[src/rtl/flut_defs.svh]
/*
  Constants for the fan lookup table slice (entries 8 and 9):
  register offsets, field positions and reset values.
  Assumes an 8-bit register address space and 8-bit register data.
*/
`ifndef FLUT_DEFS_SVH
`define FLUT_DEFS_SVH

// --------------------------------------------------------------------
// register offsets
// --------------------------------------------------------------------
`define FLUT_ADDR_THRESH8 8'h5e
`define FLUT_ADDR_DUTY8 8'h5f
`define FLUT_ADDR_THRESH9 8'h60
`define FLUT_ADDR_DUTY9 8'h61

// --------------------------------------------------------------------
// reset values
// --------------------------------------------------------------------
`define FLUT_THRESH_RESET 8'h7f
`define FLUT_DUTY_RESET 8'h3f
`define FLUT_RDATA_UNMAPPED 8'h00

// --------------------------------------------------------------------
// field positions
// --------------------------------------------------------------------
`define FLUT_THRESH_HALF_BIT 7
`define FLUT_THRESH_LOW_MSB 6
`define FLUT_DUTY_EXT_MSB 7
`define FLUT_DUTY_EXT_LSB 6
`define FLUT_DUTY_BASE_MSB 5

`endif

[src/rtl/flut_pkg.sv]
/*
  Types for the fan lookup table slice: register bus request and
  the packed state of the block.
  Assumes flut_defs.svh is not needed here; types only.
*/
`default_nettype none

package flut_pkg;

  // ------------------------------------------------------------------
  // register bus request
  // ------------------------------------------------------------------
  typedef struct packed {
    logic [7:0] addr;
    logic [7:0] wdata;
    logic wr;
    logic rd;
  } flut_bus_req_t;

  // ------------------------------------------------------------------
  // mode selects from the rest of the device
  // ------------------------------------------------------------------
  typedef struct packed {
    logic temp_hi_res;
    logic duty_hi_res;
    logic pwm_freq_22k5;
  } flut_mode_t;

  // ------------------------------------------------------------------
  // whole block state
  // ------------------------------------------------------------------
  typedef struct packed {
    logic [7:0] thresh8;
    logic [7:0] duty8;
    logic [7:0] thresh9;
    logic [7:0] duty9;
    logic [7:0] rd_data;
    logic [7:0] duty;
    logic duty_active;
  } flut_state_t;

endpackage : flut_pkg

`default_nettype wire

[src/rtl/flut_entries.sv]
/*
  Fan lookup table entries 8 and 9: two threshold/duty register pairs,
  their register port, and the selection of the fan duty value from the
  remote temperature.
  Assumes the table write enable, resolution selects, pwm frequency
  select, table temperature offset and temperature reading all come from
  logic on i_clk_sys; the pwm generator sits outside.
*/
// Local design decision: the address-and-strobe port.
`include "flut_defs.svh"
`default_nettype none

// Summary of operation
// - threshold writes take effect only while table write enable is set; reads always
// - low-resolution temperature mode: threshold bit 7 reads as zero
// - high-resolution temperature mode: bit 7 is the half-degree bit of the threshold
// - high-resolution threshold spans 0 to 127.5 degrees in half-degree steps
// - low-resolution threshold spans 0 to 127 degrees in whole-degree steps
// - temperature above a threshold selects its paired duty register as pwm value; entry 9 wins when both are exceeded
// - compare 9 temperature bits in high resolution, 8 bits in low resolution
// - threshold sign bit is always treated as zero
// - table temperature offset is added to each threshold before comparing
// - low-resolution duty mode: duty bits 7:6 read as zero
// - high-resolution duty mode: bits 7:6 extend bits 5:0 of the duty value
// - duty extension bits act only with 22.5 kHz pwm selected
// - low-resolution pwm mode: duty bits 5:0 alone give the pwm value
module flut_entries
(
  // clock and reset
  input wire logic i_clk_sys,
  input wire logic i_reset_n,
  // register port
  input wire flut_pkg::flut_bus_req_t i_bus,
  output logic [7:0] o_rd_data,
  // device configuration
  input wire logic i_table_wr_enable,
  input wire flut_pkg::flut_mode_t i_mode,
  input wire logic [7:0] i_temp_offset,
  // remote temperature reading
  input wire logic [7:0] i_remote_temp_int,
  input wire logic i_remote_temp_half,
  input wire logic i_remote_temp_valid,
  // fan duty output
  output logic [7:0] o_duty,
  output logic o_duty_active
);
  import flut_pkg::*;

  // ------------------------------------------------------------------
  // helpers
  // ------------------------------------------------------------------
  // threshold in half degrees, offset added, sign forced zero
  function automatic logic [9:0] thresh_eff(input logic [7:0] thr, input logic hi,
                                            input logic [7:0] ofs);
    logic [9:0] base;
    base = 10'h000;
    if (hi)
    begin
      base = {2'b00, thr[`FLUT_THRESH_LOW_MSB:0], thr[`FLUT_THRESH_HALF_BIT]};
    end
    else
    begin
      base = {2'b00, thr[`FLUT_THRESH_LOW_MSB:0], 1'b0};
    end
    thresh_eff = base + {1'b0, ofs, 1'b0};
  endfunction : thresh_eff

  // temperature in half degrees
  function automatic logic [9:0] temp_eff(input logic [7:0] t, input logic half,
                                          input logic hi);
    temp_eff = {1'b0, t, hi & half};
  endfunction : temp_eff

  // duty value applied to the fan
  function automatic logic [7:0] duty_eff(input logic [7:0] d, input flut_mode_t m);
    if (m.duty_hi_res && m.pwm_freq_22k5)
    begin
      duty_eff = d;
    end
    else
    begin
      duty_eff = {2'b00, d[`FLUT_DUTY_BASE_MSB:0]};
    end
  endfunction : duty_eff

  // read view of a threshold
  function automatic logic [7:0] thresh_view(input logic [7:0] thr, input logic hi);
    thresh_view = {hi & thr[`FLUT_THRESH_HALF_BIT], thr[`FLUT_THRESH_LOW_MSB:0]};
  endfunction : thresh_view

  // read view of a duty entry
  function automatic logic [7:0] duty_view(input logic [7:0] d, input logic hi);
    duty_view = {d[`FLUT_DUTY_EXT_MSB:`FLUT_DUTY_EXT_LSB] & {2{hi}},
                 d[`FLUT_DUTY_BASE_MSB:0]};
  endfunction : duty_view

  // ------------------------------------------------------------------
  // state
  // ------------------------------------------------------------------
  flut_state_t state_q;
  flut_state_t state_d;
  logic [9:0] temp_cmp;
  logic over8;
  logic over9;

  always_comb
  begin
    state_d = state_q;
    temp_cmp = temp_eff(i_remote_temp_int, i_remote_temp_half, i_mode.temp_hi_res);
    over8 = temp_cmp > thresh_eff(state_q.thresh8, i_mode.temp_hi_res, i_temp_offset);
    over9 = temp_cmp > thresh_eff(state_q.thresh9, i_mode.temp_hi_res, i_temp_offset);

    // register writes
    if (i_bus.wr && i_table_wr_enable)
    begin
      if (i_bus.addr == `FLUT_ADDR_THRESH8)
      begin
        state_d.thresh8 = i_bus.wdata;
      end
      else if (i_bus.addr == `FLUT_ADDR_DUTY8)
      begin
        state_d.duty8 = i_bus.wdata;
      end
      else if (i_bus.addr == `FLUT_ADDR_THRESH9)
      begin
        state_d.thresh9 = i_bus.wdata;
      end
      else if (i_bus.addr == `FLUT_ADDR_DUTY9)
      begin
        state_d.duty9 = i_bus.wdata;
      end
    end

    // register reads, data in the following cycle only
    state_d.rd_data = `FLUT_RDATA_UNMAPPED;
    if (i_bus.rd)
    begin
      if (i_bus.addr == `FLUT_ADDR_THRESH8)
      begin
        state_d.rd_data = thresh_view(state_q.thresh8, i_mode.temp_hi_res);
      end
      else if (i_bus.addr == `FLUT_ADDR_DUTY8)
      begin
        state_d.rd_data = duty_view(state_q.duty8, i_mode.duty_hi_res);
      end
      else if (i_bus.addr == `FLUT_ADDR_THRESH9)
      begin
        state_d.rd_data = thresh_view(state_q.thresh9, i_mode.temp_hi_res);
      end
      else if (i_bus.addr == `FLUT_ADDR_DUTY9)
      begin
        state_d.rd_data = duty_view(state_q.duty9, i_mode.duty_hi_res);
      end
    end

    // table evaluation on each new reading
    if (i_remote_temp_valid)
    begin
      if (over9)
      begin
        state_d.duty = duty_eff(state_q.duty9, i_mode);
        state_d.duty_active = 1'b1;
      end
      else if (over8)
      begin
        state_d.duty = duty_eff(state_q.duty8, i_mode);
        state_d.duty_active = 1'b1;
      end
      else
      begin
        state_d.duty = 8'h00;
        state_d.duty_active = 1'b0;
      end
    end
  end

  always_ff @(posedge i_clk_sys or negedge i_reset_n)
  begin
    if (!i_reset_n)
    begin
      state_q.thresh8 <= `FLUT_THRESH_RESET;
      state_q.duty8 <= `FLUT_DUTY_RESET;
      state_q.thresh9 <= `FLUT_THRESH_RESET;
      state_q.duty9 <= `FLUT_DUTY_RESET;
      state_q.rd_data <= `FLUT_RDATA_UNMAPPED;
      state_q.duty <= 8'h00;
      state_q.duty_active <= 1'b0;
    end
    else
    begin
      state_q <= state_d;
    end
  end

  // ------------------------------------------------------------------
  // outputs
  // ------------------------------------------------------------------
  assign o_rd_data = state_q.rd_data;
  assign o_duty = state_q.duty;
  assign o_duty_active = state_q.duty_active;

endmodule : flut_entries

`default_nettype wire

[config.mk]
export PLATFORM = sky130hd
export DESIGN_NAME = flut_entries
export DESIGN_NICKNAME = d
export VERILOG_FILES = /design/src/rtl/flut_pkg.sv /design/src/rtl/flut_entries.sv
export VERILOG_INCLUDE_DIRS = /design/src /design/src/rtl
export SDC_FILE = /design/constraint.sdc
export NUM_CORES = 1
export LEC_CHECK = 0
export CORE_MARGIN = 4
export CORE_UTILIZATION = 42
export DETAILED_ROUTE_END_ITERATION = 10
export DONT_BUFFER_PORTS = 1
export PLACE_DENSITY = 0.66
export SYNTH_ARGS = -nofsm -noshare
export SYNTH_HDL_FRONTEND = slang
export SYNTH_SLANG_ARGS = --single-unit
[constraint.sdc]
create_clock -name i_clk_sys -period 3.6 [get_ports i_clk_sys]
set_input_delay 0.18 -clock i_clk_sys [delete_from_list [all_inputs] [get_ports i_clk_sys]]
set_output_delay 0.18 -clock i_clk_sys [all_outputs]
set_load 0.05 [all_outputs]
==> impl_metrics.csv <==
group,metric,value,unit
finish,area_growth,3.746,%
worst_hold_path,min_delay_path_depth,1,
floorplanning,die_w,96.74,µm
clock_tree,clockBufferDepth,2,
synth,synthCells,321,
critical_path,ff2ff_path_depth,12,
worst_hold_path,min_from,"i_bus[3]",
sta,min_period,3.287,ns
sta,hold_viol,0,
synth,synth_ff_type,"dfstp_2",
pwr,power_leakage,0.001567,µW
sta,setup_violations,0,
detailed_routing,wl_per_cell,18.52,µm
clock_tree,cts_sinks,49,
clock_tree,cts_buffers,5,
finish,final_common_cell,"ha_1",
floorplanning,start_util,43.02,%
floorplanning,die_h,96.74,µm
critical_path,r2r-start,"state_q[26]",
synth,synth_edf_count,0,
detailed_routing,drt_first_pass_iters,4,
synth,synth-seq-cells,49,
detailed_routing,drtIter0Drc,106,
floorplanning,core,0.007687,mm²
sta,fmax,0.3042,GHz
place,place.detailed.hpwl,6197,µm
detailed_routing,ant_nets,0,
critical_path,cp.arrival,3.47,ns
flow_run,maxCapViolCount,0,
worst_hold_path,whs_endpoint,"state_q[34]",
synth,synth_area_per_cell,10.30,µm²
critical_path,crit_path_end_kind,"flop",
clock_tree,clock-root-buffer,"clkbuf_8",
clock_tree,clkTransAtPathRegs,0.09,ns
grt,grt_overflow_total,0,
sta,grt_setup_unrepaired,"false",
place,dpl.cell_count,403,
clock_tree,cts_tree,"yes",
sta,setup-tns-final,0,ns
critical_path,r2r-end,"o_duty[6]",
finish,drive_gt1_share,14.38,%
finish,final_cell_mix,"ha_1, nand2_1, mux2_1",
floorplanning,num_rows,32,
synth,synthArstFlopShare,100.0,%
critical_path,crit_type,"flop to flop",
floorplanning,io_pins,59,
synth,ys_seq_area_share,38.06,%
pwr,power_density,316.1,mW/mm²
sta,relSlewSlack,57.86,%
grt,antenna_found_initial,0,
sta,slew_viol_final,0,
grt,grt_start_max_net_pins,50,
synth,yosys.cell_types.count,52,
detailed_routing,drc,0,
place,dpl_cell_area,0.003292,mm²
sta,clock_skew,0.005390,ns
critical_path,crit_fanout,8,
synth,synth_nets,397,
worst_hold_path,hp-class,"primary input to flop",
critical_path,critPathLaunchType,"flop",
sta,tightestPinTransition,0.6321,ns
run_status,outcome,"finished, final reports clean",
grt,groute.usage.overall,16.46,%
place,portBuffers,0,
synth,yosysWarnings,0,
grt,grt_pass1_vias,2393,
synth,netlist_area,0.003307,mm²
finish,antenna_cells,0,
pwr,irDropWorstVdd,0.1415,mV
detailed_routing,viasPerCell,5.658,
finish,fin_nets,388,
detailed_routing,wl,7686,µm
finish,instances_no_fill,415,
clock_tree,ctsHtreeMaxLevel,2,
finish,finalInstanceArea,0.003431,mm²
sta,fin_crit_sh,91.31,%
place,place_congestion,0.8510,
grt,grt_pass1_wl,12440,µm
critical_path,required,3.78,ns
floorplanning,die_area,0.009358,mm²
clock_tree,clk_latency,0.30,ns
detailed_routing,vias,2348,
finish,fillers,763,
critical_path,r2r_setup_slack,0.31,ns
per-layer routing:
metal / global-route usage, % / vias to the layer above / part of all wire, %
li1: - / 1129 / -
met4: 4.536 / 0 / 1.8
met5: 0 / - / 0
met2: 27.49 / 65 / 49
met1: 20.48 / 1143 / 42
met3: 5.191 / 11 / 7.2
kinds of logic (layout without fill, tap and decap cells):
logic type / Yosys count / in the layout / share of synthesized area, %
muxes: 31 / 31 / 10.56
xor gates and xnor gates: 11 / 11 / 2.914
adders and majority gates: 34 / 34 / 13.32
and+or+nand+nor: 96 / 96 / 16.69
DFF: 49 / 49 / 38.06
buffers and inverters: 31 / 23 / 5.675
AOI/OAI and AO/OA: 69 / 69 / 12.79
Yosys cell counts, types with 8 or more instances:
cell type  count  share of area (%)
a21oi_1       19                2.9
a31oi_1        8                1.5
and2_1         9                1.7
buf_4         16                3.6
dfrtp_1       23                 17
dfstp_2       26                 21
ha_1          32                 12
inv_1         10                1.1
mux2_1        30                 10
nand2_1       31                3.5
nor2_1        18                2.0
o21ai_1       12                1.8
xor2_1         9                2.4
registers in the layout, indices dropped and copies added, names as in the netlist:
signal         count
state_q           32
o_duty             8
o_rd_data          8
o_duty_active      1
metrics by stage:
step	utilization [%]	hold slack, ns	power, µW	setup slack, ns
finish	44.63	0.007380	1084	0.3128
global route	44.63	0.001926	1142	0.07213
CTS	44.63	0.00009548	1094	0.3279
detailed placement	42.82	-0.1135	768.4	0.3483
global placement	42.82	-0.1134	763.8	0.4346
floorplan	-	-0.1156	743.4	0.5732
worst max-delay path: stages, from the launching register on:
cell and delay [ns]:
dfstp_2 0.57, ha_1 0.23, a21o_1 0.17, a21oi_1 0.23, o21ai_0 0.19, o41ai_1 0.36
xor2_1 0.18, ha_1 0.26, nand4_1 0.11, o21ai_1 0.13, or4_4 0.51, nand3b_1 0.15
o21ai_1 0.09
where the power goes:
| group | switching (µW) | internal, µW |
|---|---|---|
| Sequential | 40.0 | 574 |
| Combinational | 93.5 | 68.5 |
| Clock | 172 | 137 |
worst max-delay path by stage:
| stage | from | endpoint | slack, ns |
|---|---|---|---|
| floorplan | state_q[26] | o_duty[0] | 0.57 |
| global placement | state_q[42] | o_duty_active | 0.43 |
| detailed placement | state_q[26] | o_duty[6] | 0.35 |
| CTS | state_q[26] | o_duty[6] | 0.33 |
| global route | state_q[26] | o_duty[0] | 0.07 |
| finish | state_q[26] | o_duty[6] | 0.31 |
what timing repair did:
| action | CTS | global route |
|---|---|---|
| setup buffers | 0 | 0 |
| endpoints found under the hold margin | 57 | 0 |
| gates resized for setup | 0 | 0 |
| hold buffers | 4 | 0 |
layout make-up:
class / instances / area, µm² / share of cell area, %
timing repair buffer: 5 / 65.06 / 1.896
clock buffer: 7 / 76.32 / 2.225
clock inverter: 1 / 5.005 / 0.1459
inverter: 10 / 37.54 / 1.094
multi-input combinational: 241 / 1861 / 54.23
sequential: 49 / 1259 / 36.69
tap: 102 / 127.6 / 3.720
(Power assumes the default switching activity.)
